--- config.mk ---
export PLATFORM = sky130hd
export DESIGN_NAME = daq_trigger_timing
export DESIGN_NICKNAME = d
export VERILOG_FILES = /design/src/inc/daq_timing_pkg.sv /design/src/core/daq_trigger_timing.sv /design/src/core/pulse_timer.sv /design/src/core/sync2.sv
export SDC_FILE = /design/constraint.sdc
export NUM_CORES = 1
export LEC_CHECK = 0
export BUFFER_PORTS_ARGS = -buffer_cell sky130_fd_sc_hd__buf_2
export CORE_ASPECT_RATIO = 1.25
export CORE_MARGIN = 2
export CORE_UTILIZATION = 40
export DETAILED_ROUTE_END_ITERATION = 12
export SLEW_MARGIN = 20
export SYNTH_ARGS = -nofsm -noshare
export SYNTH_HDL_FRONTEND = slang
export SYNTH_SLANG_ARGS = --single-unit
export TNS_END_PERCENT = 100
--- constraint.sdc ---
create_clock -name pclk -period 6.01 [get_ports pclk]
set_clock_uncertainty 0.05 [all_clocks]
set_input_delay 1.202 -clock pclk [delete_from_list [all_inputs] [get_ports pclk]]
set_output_delay 1.202 -clock pclk [all_outputs]
set_load 0.05 [all_outputs]
--- src/inc/daq_timing_pkg.sv ---
// shared constants for the acquisition trigger and timing block
package daq_timing_pkg;
    // clock rate
    localparam int CLK_MHZ = 50;
    localparam int CLK_PERIOD_NS = 20;
    // documented times in ns
    localparam int SCAN_LOW_NS = 1000;
    localparam int STROBE_NS = 200;
    localparam int CONV_START_MAX_NS = 250;
    localparam int TRIG_MIN_NS = 50;
    // derived counts: scan and strobe widths round down (typical), at least one
    localparam int SCAN_LOW_CYC = (SCAN_LOW_NS / CLK_PERIOD_NS) < 1 ? 1 :
        (SCAN_LOW_NS / CLK_PERIOD_NS);
    localparam int STROBE_CYC = (STROBE_NS / CLK_PERIOD_NS) < 1 ? 1 :
        (STROBE_NS / CLK_PERIOD_NS);
    localparam int CONV_START_MAX_CYC = (CONV_START_MAX_NS / CLK_PERIOD_NS) < 1 ? 1 :
        (CONV_START_MAX_NS / CLK_PERIOD_NS);
    localparam int TMR_W = 6;
    // apb register offsets
    localparam logic [7:0] ADDR_CTRL = 8'h00;
    localparam logic [7:0] ADDR_INTERVAL = 8'h04;
    localparam logic [7:0] ADDR_COUNT = 8'h08;
    localparam logic [7:0] ADDR_STROBE = 8'h0C;
    localparam logic [7:0] ADDR_STATUS = 8'h10;
    localparam logic [7:0] ADDR_CONVS = 8'h14;
    // control fields
    localparam int CTRL_SCAN_EN = 0;
    localparam int CTRL_EXT_CONV = 1;
    localparam int CTRL_PRETRIG = 2;
    localparam int CTRL_ARM = 3;
    localparam int CTRL_W = 4;
    // status fields
    localparam int STAT_ARMED = 0;
    localparam int STAT_RUN = 1;
    localparam int STAT_COUNTING = 2;
    localparam int STAT_DONE = 3;
    localparam logic [31:0] RESET_WORD = 32'h0000_0000;
    localparam logic [31:0] INTERVAL_RESET = 32'h0000_0064;
endpackage

--- src/core/daq_trigger_timing.sv ---
// acquisition trigger and timing block with apb control
// ==========================================
//
// The APB slave port and the register offsets are this design's own decisions.
`timescale 1ns/1ps
`default_nettype none
module daq_trigger_timing #(
    parameter int CNT_W = 16
) (
    input wire logic pclk,
    input wire logic presetn,
    input wire logic psel,
    input wire logic penable,
    input wire logic pwrite,
    input wire logic [7:0] paddr,
    input wire logic [31:0] pwdata,
    output logic [31:0] prdata,
    output logic pready,
    output logic pslverr,
    input wire logic ext_convert_n_in,
    output logic ext_convert_n_out,
    output logic ext_convert_n_oe,
    input wire logic acq_start_trigger_n,
    input wire logic pretrigger_stop_input,
    output logic scan_pulse_out,
    output logic ext_latch_pulse_n,
    output logic conv_start
);
    // refuse counter widths that the register bus cannot serve
    if (CNT_W < 2 || CNT_W > 32)
    begin
        $error("CNT_W out of range");
    end
    // ==========================================
    // state
    typedef enum {ST_IDLE, ST_ARMED, ST_RUN} acq_t;
    typedef struct packed {
        logic [daq_timing_pkg::CTRL_W-1:0] ctrl;
        logic [CNT_W-1:0] interval;
        logic [CNT_W-1:0] count_load;
        logic [CNT_W-1:0] tick;
        logic [CNT_W-1:0] remain;
        logic [CNT_W-1:0] convs;
        logic counting;
        logic done;
        logic conv_prev;
        logic start_prev;
        logic stop_prev;
        logic tc_out;
        logic conv_go;
        logic strobe_go;
        logic [daq_timing_pkg::TMR_W-1:0] latch_low;
        logic [31:0] rdata;
        acq_t acq;
    } top_state_t;
    top_state_t st;
    top_state_t next_st;
    logic conv_s;
    logic start_s;
    logic stop_s;
    logic apb_wr;
    logic apb_rd;
    logic ext_mode;
    // ==========================================
    // pin synchronisers
    sync2 u_sync_conv (.pclk(pclk), .presetn(presetn), .din(ext_convert_n_in),
        .dout(conv_s));
    sync2 u_sync_start (.pclk(pclk), .presetn(presetn), .din(acq_start_trigger_n),
        .dout(start_s));
    sync2 #(.RESET_VAL(1'b1)) u_sync_stop (.pclk(pclk), .presetn(presetn), // idles on pull-up
        .din(pretrigger_stop_input), .dout(stop_s));
    // apb decode, zero wait states
    assign apb_wr = psel && penable && pwrite;
    assign apb_rd = psel && !penable && !pwrite;
    assign ext_mode = st.ctrl[daq_timing_pkg::CTRL_EXT_CONV];
    function automatic logic known_addr(input logic [7:0] a);
        known_addr = (a == daq_timing_pkg::ADDR_CTRL) || (a == daq_timing_pkg::ADDR_INTERVAL)
            || (a == daq_timing_pkg::ADDR_COUNT) || (a == daq_timing_pkg::ADDR_STROBE)
            || (a == daq_timing_pkg::ADDR_STATUS) || (a == daq_timing_pkg::ADDR_CONVS);
    endfunction
    // ==========================================
    // next-state logic
    always_comb
    begin
        next_st = st;
        next_st.conv_go = 1'b0;
        next_st.strobe_go = 1'b0;
        next_st.conv_prev = conv_s;
        next_st.start_prev = start_s;
        next_st.stop_prev = stop_s;
        // register writes
        if (apb_wr)
        begin
            unique case (paddr)
                daq_timing_pkg::ADDR_CTRL:
                    next_st.ctrl = pwdata[daq_timing_pkg::CTRL_W-1:0];
                daq_timing_pkg::ADDR_INTERVAL:
                    next_st.interval = pwdata[CNT_W-1:0];
                daq_timing_pkg::ADDR_COUNT:
                    next_st.count_load = pwdata[CNT_W-1:0];
                daq_timing_pkg::ADDR_STROBE:
                    next_st.strobe_go = 1'b1;
                default:
                    next_st.strobe_go = 1'b0;
            endcase
        end
        // read data capture in setup phase
        if (apb_rd)
        begin
            unique case (paddr)
                daq_timing_pkg::ADDR_CTRL:
                    next_st.rdata = 32'(st.ctrl);
                daq_timing_pkg::ADDR_INTERVAL:
                    next_st.rdata = 32'(st.interval);
                daq_timing_pkg::ADDR_COUNT:
                    next_st.rdata = 32'(st.remain);
                daq_timing_pkg::ADDR_STATUS:
                    next_st.rdata = 32'({st.done, st.counting, st.acq == ST_RUN,
                        st.acq == ST_ARMED});
                daq_timing_pkg::ADDR_CONVS:
                    next_st.rdata = 32'(st.convs);
                default:
                    next_st.rdata = daq_timing_pkg::RESET_WORD;
            endcase
        end
        // external pacing: rising edge of synchronised convert input
        if (ext_mode && conv_s && !st.conv_prev)
            next_st.conv_go = 1'b1;
        // acquisition sequencer
        unique case (st.acq)
            ST_IDLE:
            begin
                next_st.tc_out = 1'b1;
                if (st.ctrl[daq_timing_pkg::CTRL_ARM] && !ext_mode)
                begin
                    next_st.acq = ST_ARMED;
                    next_st.remain = st.count_load;
                    next_st.done = 1'b0;
                    next_st.counting = !st.ctrl[daq_timing_pkg::CTRL_PRETRIG];
                end
            end
            ST_ARMED:
            begin
                if (ext_mode || !st.ctrl[daq_timing_pkg::CTRL_ARM])
                    next_st.acq = ST_IDLE;
                else if (!start_s && st.start_prev)
                begin
                    next_st.acq = ST_RUN;
                    next_st.tick = st.interval;
                end
            end
            ST_RUN:
            begin
                if (ext_mode || !st.ctrl[daq_timing_pkg::CTRL_ARM])
                    next_st.acq = ST_IDLE;
                else if (st.tick <= 1)
                begin
                    next_st.tick = st.interval;
                    next_st.conv_go = 1'b1;
                    next_st.tc_out = 1'b0;
                    if (st.counting)
                    begin
                        if (st.remain <= 1)
                        begin
                            next_st.remain = '0;
                            next_st.done = 1'b1;
                            next_st.acq = ST_IDLE;
                            next_st.ctrl[daq_timing_pkg::CTRL_ARM] = 1'b0;
                        end
                        else
                            next_st.remain = st.remain - 1'b1;
                    end
                end
                else
                begin
                    next_st.tick = st.tick - 1'b1;
                    next_st.tc_out = 1'b1;
                end
                if (st.ctrl[daq_timing_pkg::CTRL_PRETRIG] && stop_s && !st.stop_prev)
                    next_st.counting = 1'b1;
            end
            default:
                next_st.acq = ST_IDLE;
        endcase
        // low-time tally of the strobe pin, saturating
        if (ext_latch_pulse_n)
            next_st.latch_low = '0;
        else if (st.latch_low != '1)
            next_st.latch_low = st.latch_low + 1'b1;
        if (next_st.conv_go)
            next_st.convs = st.convs + 1'b1;
    end
    // state register
    always_ff @(posedge pclk or negedge presetn)
    begin
        if (!presetn)
        begin
            st <= '0;
            st.interval <= CNT_W'(daq_timing_pkg::INTERVAL_RESET);
            st.conv_prev <= 1'b1;
            st.start_prev <= 1'b1;
            st.stop_prev <= 1'b1;
            st.tc_out <= 1'b1;
            st.acq <= ST_IDLE;
        end
        else
            st <= next_st;
    end
    // ==========================================
    // pulse outputs
    logic scan_raw_n;
    pulse_timer #(.LEN(daq_timing_pkg::SCAN_LOW_CYC)) u_scan (.pclk(pclk),
        .presetn(presetn), .fire(st.conv_go && st.ctrl[daq_timing_pkg::CTRL_SCAN_EN]),
        .pulse_n(scan_raw_n));
    pulse_timer #(.LEN(daq_timing_pkg::STROBE_CYC)) u_strobe (.pclk(pclk),
        .presetn(presetn), .fire(st.strobe_go), .pulse_n(ext_latch_pulse_n));
    assign scan_pulse_out = scan_raw_n;
    assign conv_start = st.conv_go;
    // convert line: counter output driven only under internal pacing
    assign ext_convert_n_out = st.tc_out;
    assign ext_convert_n_oe = !ext_mode;
    assign prdata = st.rdata;
    assign pready = 1'b1;
    assign pslverr = psel && penable && !known_addr(paddr);
    // ==========================================
    // checks
    // strobe pin falls the cycle after the register write is seen
    a_strobe_start: assert property (@(posedge pclk) disable iff (!presetn)
        $rose(st.strobe_go) |=> !ext_latch_pulse_n)
        else $error("strobe pulse did not start");
    // strobe pin stays low for the full strobe width
    a_strobe_width: assert property (@(posedge pclk) disable iff (!presetn)
        $rose(ext_latch_pulse_n)
        |-> st.latch_low == daq_timing_pkg::TMR_W'(daq_timing_pkg::STROBE_CYC))
        else $error("strobe pulse wrong width");
    // scan pin stays high while scanning is off
    a_scan_idle_high: assert property (@(posedge pclk) disable iff (!presetn)
        !st.ctrl[daq_timing_pkg::CTRL_SCAN_EN] && $stable(st.ctrl) && scan_pulse_out
        |=> scan_pulse_out)
        else $error("scan pulse while disabled");
    // scan pin falls after each conversion start while scanning is on
    a_scan_fall: assert property (@(posedge pclk) disable iff (!presetn)
        st.conv_go && st.ctrl[daq_timing_pkg::CTRL_SCAN_EN] |=> !scan_pulse_out)
        else $error("scan pulse missing");
    // external convert rise answered within the start limit
    a_ext_conv_go: assert property (@(posedge pclk) disable iff (!presetn)
        ext_mode && $rose(ext_convert_n_in) ##1 ext_mode [*3] |-> ##[0:1] st.conv_go)
        else $error("external convert late");
    // convert line released under external pacing
    a_release_line: assert property (@(posedge pclk) disable iff (!presetn)
        ext_mode |-> !ext_convert_n_oe)
        else $error("convert line driven in external mode");
    // the convert line falls only together with a conversion start
    a_conv_line_low: assert property (@(posedge pclk) disable iff (!presetn)
        $fell(ext_convert_n_out) |-> conv_start)
        else $error("convert line pulse without conversion");
    // no paced conversion before the start edge
    a_no_early_conv: assert property (@(posedge pclk) disable iff (!presetn)
        !ext_mode && st.acq != ST_RUN |=> !st.conv_go)
        else $error("conversion before start trigger");
    // start trigger has no effect under external pacing
    a_start_ignored: assert property (@(posedge pclk) disable iff (!presetn)
        ext_mode && st.acq != ST_RUN |=> st.acq != ST_RUN)
        else $error("start trigger acted in external mode");
    // a full sample interval is loaded on the start edge
    a_first_interval: assert property (@(posedge pclk) disable iff (!presetn)
        $rose(st.acq == ST_RUN) |-> st.tick == $past(st.interval))
        else $error("first interval not loaded");
    // a stop edge during the run enables sample counting
    a_stop_counts: assert property (@(posedge pclk) disable iff (!presetn)
        st.acq == ST_RUN && st.ctrl[daq_timing_pkg::CTRL_PRETRIG] && stop_s && !st.stop_prev
        |=> st.counting)
        else $error("stop edge did not enable counting");
    // samples are not counted before the stop edge
    a_pretrig_hold: assert property (@(posedge pclk) disable iff (!presetn)
        st.acq == ST_RUN && !st.counting && st.tick <= 1 |=> st.remain == $past(st.remain))
        else $error("samples counted before stop edge");
    // acquisition ends only with the sample count at zero
    a_done_zero: assert property (@(posedge pclk) disable iff (!presetn)
        $rose(st.done) |-> st.remain == '0 && st.acq == ST_IDLE)
        else $error("acquisition ended with count left");
    // arm clears itself as the acquisition ends
    a_done_disarm: assert property (@(posedge pclk) disable iff (!presetn)
        $rose(st.done) |-> !st.ctrl[daq_timing_pkg::CTRL_ARM])
        else $error("arm left set after acquisition end");
    // conversion count read back as it stood in the setup cycle
    a_rd_capture: assert property (@(posedge pclk) disable iff (!presetn)
        psel && !penable && !pwrite && paddr == daq_timing_pkg::ADDR_CONVS
        |=> prdata == 32'($past(st.convs)))
        else $error("read data not captured");
endmodule
`default_nettype wire

--- src/core/pulse_timer.sv ---
// fixed-length low pulse generator, retriggerable
`timescale 1ns/1ps
`default_nettype none
module pulse_timer #(
    parameter int LEN = 1
) (
    input wire logic pclk,
    input wire logic presetn,
    input wire logic fire,
    output logic pulse_n
);
    // refuse lengths that the down-counter cannot hold
    if (LEN < 1 || LEN >= (1 << daq_timing_pkg::TMR_W))
    begin
        $error("pulse_timer LEN out of range");
    end
    typedef struct packed {
        logic [daq_timing_pkg::TMR_W-1:0] cnt;
        logic out_n;
    } pt_state_t;
    pt_state_t st;
    pt_state_t next_st;
    // load on fire, count down, release high at zero
    always_comb
    begin
        next_st = st;
        if (fire)
        begin
            next_st.cnt = daq_timing_pkg::TMR_W'(LEN);
            next_st.out_n = 1'b0;
        end
        else if (st.cnt > 1)
            next_st.cnt = st.cnt - 1'b1;
        else
        begin
            next_st.cnt = '0;
            next_st.out_n = 1'b1;
        end
    end
    always_ff @(posedge pclk or negedge presetn)
    begin
        if (!presetn)
            st <= '{cnt: '0, out_n: 1'b1};
        else
            st <= next_st;
    end
    assign pulse_n = st.out_n;
endmodule
`default_nettype wire

--- src/core/sync2.sv ---
// two-flop synchroniser for a pin input
`timescale 1ns/1ps
`default_nettype none
module sync2 #(
    parameter logic RESET_VAL = 1'b1
) (
    input wire logic pclk,
    input wire logic presetn,
    input wire logic din,
    output logic dout
);
    logic stage1;
    // stage1 feeds only dout
    always_ff @(posedge pclk or negedge presetn)
    begin
        if (!presetn)
        begin
            stage1 <= RESET_VAL;
            dout <= RESET_VAL;
        end
        else
        begin
            stage1 <= din;
            dout <= stage1;
        end
    end
endmodule
`default_nettype wire

==> impl_metrics.csv, run 1 <==
group,metric,value,unit
placed_design,port_buffers,53,
logic_synthesis,synthFlopType,"dfrtp_1",
floorplanning,core_area,16300,um2
setup_path,cp_max_fo,3,
sta,setup_violations,0,
power_and_ir_drop,power,2.40,mW
sta,report.final.hold_viol_count,0,
setup_path,crit_type,"input port to primary output",
setup_path,cp-start-kind,"input port",
cts,clock_latency,0.41,ns
drt,num_vias,5092,
cts,clk_pin_slew,0.06,ns
flow_run,maxCapViolations,0,
final_layout,syn2layout_area_growth,13.4,%
min_path,worstHoldEndpoint,"u_sync_start.dout$_DFF_PN1_",
final_layout,num_antenna_cells,0,
sta,slew_headroom,0.278,
setup_path,r2r_setup_slack,2.85,ns
global_routing,grt_max_degree,76,
floorplanning,die_h,148,um
drt,wl,16400,um
min_path,hold_class,"flip-flop to flip-flop",
cts,cts_sinks,130,
floorplanning,row_count,52,
power_and_ir_drop,p_per_area,318,nW/um2
sta,fin_tns_setup,0,ns
cts,cts_tree,"built",
sta,period_needed,3.66,ns
power_and_ir_drop,ir_worst_vdd,0.000215,V
global_routing,gr-total-overflow,0,
cts,ctsLongestPathBuffers,2,
cts,cts_resized,0,
final_layout,layout_common_cells,"dfrtp_1, buf_2, o21ai_0",
floorplanning,start_util,0.409,
setup_path,endpoint_kind,"primary output",
logic_synthesis,postSynthRegisterBits,130,
global_routing,grt_pass1_vias,5064,
sta,finalMaxSlewViolations,0,
final_layout,nets,725,
final_layout,layout-drive-gt1-share,0.231,
drt,drc,0,
floorplanning,die_area,17700,um2
sta,fmax,0.274,GHz
logic_synthesis,seq_area_frac_synth,0.492,
floorplanning,pin_count,87,
placed_design,place.gp.congestion,0.934,
logic_synthesis,yosys_warnings,0,
logic_synthesis,postSynthCellCount,639,
drt,routedWlPerCell,18.3,um
sta,fin_crit_sh,0.608,
cts,clockRootBuffer,"clkbuf_16",
logic_synthesis,synth_area,6650,um2
drt,via_per_inst,5.68,
min_path,holdPathStages,0,
setup_path,reg2reg_depth,5,
global_routing,grt_usage,0.191,
sta,setup_ws,2.35,ns
drt,drt_iter0_markers,383,
drt,detail-route-antenna-nets,0,
sta,rsz0062_at_grt,"no",
setup_path,r2r-end,"st[116]$_DFFE_PN0P_",
logic_synthesis,ys_types,66,
sta,tightest_slew,1.08,ns
power_and_ir_drop,leakagePower,3.42,nW
global_routing,grt_pass1_wl,26700,um
logic_synthesis,synthArstFlopShare,1.00,
final_layout,final_common_cell,"dfrtp_1",
min_path,hp-start,"u_sync_start.stage1$_DFF_PN1_",
run_status,run_status,"finished clean",
setup_path,cp_data_arrival_time,2.40,ns
logic_synthesis,synth_edf_count,0,
logic_synthesis,syn_area_per_cell,10.4,um2
drt,drt_pass1_iterations,5,
cts,cts_setup_buffers,0,
global_routing,antenna_found_initial,0,
cts,h-tree-depth,4,
cts,cts_buffers,17,
final_layout,nFillCells,1492,
floorplanning,die_w,119,um
setup_path,critPathRequiredTime,4.76,ns
setup_path,r2r_start,"st[112]$_DFFE_PN0P_",
placed_design,dp_slack,1.98,ns
placed_design,hpwl,11600,um
cts,hold_buffers,0,
layout make-up:
| class | instances | area (um2) | area share |
|---|---|---|---|
| clock buffer | 24 | 502 | 0.0665 |
| clock inverter | 8 | 124 | 0.0164 |
| inverter | 21 | 78.8 | 0.0105 |
| tap | 216 | 270 | 0.0358 |
| multi-input combinational | 438 | 2970 | 0.394 |
| timing repair buffer | 60 | 320 | 0.0425 |
| sequential | 130 | 3270 | 0.434 |
logic make-up after synthesis:
logic type                 share of synthesized area
muxes                                         0.0818
xor gates and xnor gates                      0.0290
buffers and inverters                         0.0692
and+or+nand+nor                                0.148
adders and majority gates                     0.0169
AOI/OAI and AO/OA                              0.162
DFF                                            0.492
other                                        0.00113
how the worst max path moves through the flow:
stage                        start             endpoint  depth (start not counted)
after detailed placement  paddr[1]  st[139]$_DFFE_PN0P_                          6
after CTS                 paddr[1]              pslverr                          5
final                     paddr[1]              pslverr                          5
after global placement    paddr[1]  st[141]$_DFFE_PN0P_                          6
after global routing      paddr[1]  st[139]$_DFFE_PN0P_                          6
after floorplan           paddr[4]              pslverr                          3
metal layers:
layer | GRT usage | routed length, um | up-vias
met2 | 0.322 | 8320 | 149
met3 | 0.0353 | 740 | 21
li1 | - | - | 2352
met1 | 0.241 | 6940 | 2570
met5 | 0 | 0 | -
met4 | 0.0812 | 369 | 0
Yosys cell counts (3+ instances only):
library cell | count | share of area
xor2_1 | 4 | 0.0053
buf_4 | 33 | 0.037
clkbuf_1 | 26 | 0.015
ha_1 | 9 | 0.017
buf_2 | 4 | 0.0030
and3_1 | 9 | 0.0085
o2bb2ai_1 | 10 | 0.013
mux4_2 | 3 | 0.010
mux2i_1 | 6 | 0.0090
o211ai_1 | 3 | 0.0034
nand3b_1 | 4 | 0.0045
dfstp_2 | 15 | 0.059
o21ai_0 | 45 | 0.034
nor4_1 | 6 | 0.0056
o311ai_0 | 3 | 0.0040
or3b_2 | 4 | 0.0053
a21oi_1 | 13 | 0.0098
o22ai_1 | 5 | 0.0047
mux2_2 | 37 | 0.063
xnor2_1 | 18 | 0.024
a32oi_1 | 4 | 0.0053
and2_1 | 4 | 0.0038
nor2_1 | 39 | 0.022
o31ai_1 | 4 | 0.0045
nand3_1 | 18 | 0.014
or4_1 | 5 | 0.0056
a22oi_1 | 36 | 0.041
nand4_1 | 8 | 0.0075
nand2_1 | 41 | 0.023
nor2b_1 | 3 | 0.0028
nor3_1 | 25 | 0.019
or3_1 | 7 | 0.0066
a22o_1 | 5 | 0.0066
nor4b_1 | 3 | 0.0040
inv_1 | 21 | 0.012
dfrtp_1 | 115 | 0.43
a2bb2oi_1 | 5 | 0.0066
power breakdown:
group,internal [mW],switching [mW],total [mW]
Combinational,0.124,0.203,0.327
Clock,0.707,0.374,1.08
Sequential,0.939,0.0547,0.994
per-stage QoR:
| step | area [um2] | hold slack, ns | instances | util |
|---|---|---|---|---|
| floorplan | 6710 | 0.295 | 654 | - |
| detailed placement | 6920 | 0.297 | 865 | 0.425 |
| global route | 7540 | 0.307 | 897 | 0.464 |
| CTS | 7540 | 0.306 | 897 | 0.464 |
| global placement | 6920 | 0.295 | 865 | 0.425 |
| finish | 7540 | 0.305 | 897 | 0.464 |
sequential cells by signal, indices dropped and copies added, names as in the netlist, 6 cells and up:
register / flops
st: 91
u_strobe.st: 6
u_scan.st: 6
prdata: 16
critical path, stage by stage:
cell,delay [ns]
buf_2,0.09
or4_1,0.56
nor2_1,0.23
a21oi_1,0.09
buf_2,0.22
Power figures use the tool's default switching activity.
==> inputs of run 2 (changes only) <==
ABC_AREA = 1   (was unset)
clock period = 3.5 ns   (was 6.01 ns; I/O delays follow)
==> impl_metrics.csv, run 2 <==
group,metric,value,unit
final_layout,final_common_cell,"nand2_1",
logic_synthesis,post-synth-top-area-cell,"dfrtp_1",
final_layout,register_area,3270,um2
setup_path,crit_chain,"buf_2 > nor2_1 > nand2_1 > nor2_2 > and2_2 > nor3_1 > buf_2",
logic_synthesis,synthArstFlopShare,1.00,
setup_path,cp_max_fo,13,
logic_synthesis,yosys_warnings,0,
cts,hold_buffers,0,
placed_design,port_buffers,53,
drt,drc,0,
setup_path,cp_data_arrival_time,2.12,ns
floorplanning,core_area,18200,um2
setup_path,worst-path-buf-inv,2,
sta,fin_tns_setup,0,ns
cts,clockRootBuffer,"clkbuf_16",
sta,rsz0062_at_grt,"no",
power_and_ir_drop,p_switching,1.10,mW
power_and_ir_drop,clkPwrFrac,0.458,
logic_synthesis,ys_types,45,
setup_path,critPathRequiredTime,2.75,ns
global_routing,antenna_found_initial,0,
setup_path,crit_type,"input port to primary output",
setup_path,critical_path.top_delay_family,"simple AND/OR/NAND/NOR gates",
cts,cts_sinks,130,
placed_design,placed_cells,1242,
sta,report.final.hold_viol_count,0,
setup_path,crit_top_cell,"buf_2",
logic_synthesis,postSynthRegisterBits,130,
global_routing,grt_max_degree,74,
global_routing,gr-total-overflow,0,
placed_design,hpwl,13900,um
run_status,run_status,"finished clean",
sta,finalMaxSlewViolations,0,
floorplanning,die_h,156,um
setup_path,cp-start-kind,"input port",
floorplanning,row_count,55,
final_layout,layout-drive-gt1-share,0.131,
logic_synthesis,synth_edf_count,0,
logic_synthesis,synthFlopType,"dfrtp_1",
logic_synthesis,synth_top_cells_by_area,"dfrtp_1, nand2_1, dfstp_2",
cts,ctsLongestPathBuffers,2,
power_and_ir_drop,p_per_area,482,nW/um2
logic_synthesis,synth_top_area_share,0.388,
cts,cts_buffers,17,
logic_synthesis,synth_most_common_cell,"nand2_1",
cts,clock_latency,0.43,ns
power_and_ir_drop,swShare,0.274,
logic_synthesis,synth_top_family_by_area,"simple AND/OR/NAND/NOR gates",
sta,slew_headroom,0.339,
cts,clk_pin_slew,0.06,ns
power_and_ir_drop,ir_worst_vdd,0.000353,V
global_routing,grt_pass1_vias,5900,
global_routing,grt_usage,0.200,
logic_synthesis,synth_xor_xnor_area_share,0.0331,
global_routing,grt_pass1_wl,30600,um
power_and_ir_drop,comb_power_share,0.120,
logic_synthesis,synth-simple-area-share,0.338,
min_path,hold_class,"input port to async pin",
final_layout,layout_common_cells,"nand2_1, dfrtp_1, inv_1",
final_layout,nets,1090,
sta,fmax,0.349,GHz
logic_synthesis,synth.mux.area_fraction,0,
cts,cts_setup_buffers,0,
floorplanning,start_util,0.408,
logic_synthesis,synth_area,7420,um2
drt,routedWlPerCell,14.6,um
drt,drt_iter0_markers,374,
logic_synthesis,synthAdderAreaFrac,0.0152,
drt,wl,18600,um
cts,h-tree-depth,4,
final_layout,finalNonFillerCells,1274,
logic_synthesis,synth-compound-area-share,0.0703,
drt,drt_pass1_iterations,5,
drt,detail-route-antenna-nets,0,
power_and_ir_drop,leakagePower,4.41,nW
logic_synthesis,synth_common_cells,"nand2_1, dfrtp_1, inv_1",
cts,cts_tree,"built",
logic_synthesis,syn_area_per_cell,7.45,um2
power_and_ir_drop,p_seq_frac,0.421,
final_layout,nFillCells,1893,
setup_path,endpoint_kind,"primary output",
logic_synthesis,seq_area_frac_synth,0.441,
floorplanning,pin_count,87,
drt,via_per_inst,4.91,
flow_run,maxCapViolations,0,
final_layout,syn2layout_area_growth,12.0,%
floorplanning,die_area,19700,um2
sta,period_needed,2.87,ns
placed_design,place.gp.congestion,0.966,
sta,tightest_slew,0.990,ns
drt,num_vias,6258,
setup_path,slowest_stage,"and2_2",
power_and_ir_drop,intPower,2.91,mW
final_layout,largest_reg_flops,91,
sta,fin_crit_sh,0.819,
final_layout,top_register,"st",
final_layout,num_antenna_cells,0,
logic_synthesis,postSynthCellCount,996,
floorplanning,die_w,126,um
setup_path,max_stage_delay,0.34,ns
cts,cts_resized,0,
final_layout,multi_input_area,3460,um2
sta,setup_violations,0,
run 2: worst paths after layout:
kind / cells past startpoint / end / slack (ns) / startpoint
worst max-delay path: 7 / pslverr / 0.63 / paddr[1]
worst max register to register: 11 / st[102]$_DFFE_PN0P_ / 1.32 / st[94]$_DFFE_PN0P_
min in group pclk: 0 / u_sync_stop.dout$_DFF_PN1_ / 0.30 / u_sync_stop.stage1$_DFF_PN1_
max in group asynchronous: 2 / u_strobe.pulse_n$_DFFE_PN1P_ / 2.36 / presetn
worst min-delay path: 1 / st[120]$_DFFE_PN0P_ / 0.25 / presetn
worst min register to register: 0 / u_sync_stop.dout$_DFF_PN1_ / 0.30 / u_sync_stop.stage1$_DFF_PN1_
run 2: cells by family (layout without fill, tap and decap cells):
family | after synthesis | count (layout)
xor gates and xnor gates | 28 | 28
adders and majority gates | 9 | 9
buffers and inverters | 148 | 183
DFF | 130 | 130
and+or+nand+nor | 585 | 585
AOI/OAI and AO/OA | 94 | 94
other | 2 | 17
run 2: area by class of cell:
class                   instances  area share
clock buffers                  18      0.0517
well taps                     228      0.0344
clock inverters                14      0.0217
multi-input cells             733       0.416
repair buffers                 60      0.0405
inverters                      91      0.0414
flip-flops and latches        130       0.394
run 2: per-layer routing:
layer,track usage,up-vias,share of wire,wire length (um)
li1,-,3156,-,-
met1,0.263,2886,0.46,8530
met2,0.321,179,0.46,8540
met3,0.0356,37,0.050,929
met4,0.0937,0,0.033,615
met5,0,-,0,0
run 2: power groups by stage:
stage | combinational, mW | sequential, mW | clock, mW
floorplan | 0.388 | 1.69 | 0
global placement | 0.477 | 1.71 | 0
detailed placement | 0.490 | 1.71 | 0
CTS | 0.490 | 1.69 | 1.87
global route | 0.556 | 1.70 | 1.94
finish | 0.482 | 1.69 | 1.84
run 2: through the flow:
step	worst slack, ns	utilization	hold WS (ns)	power, mW	instance area, um2
after global routing	0.549	0.457	0.303	4.20	8300
after floorplan	0.332	-	0.295	2.08	7470
after global placement	0.692	0.424	0.296	2.19	7690
after detailed placement	0.648	0.424	0.297	2.20	7690
after CTS	0.648	0.457	0.273	4.05	8300
final	0.634	0.457	0.247	4.01	8300
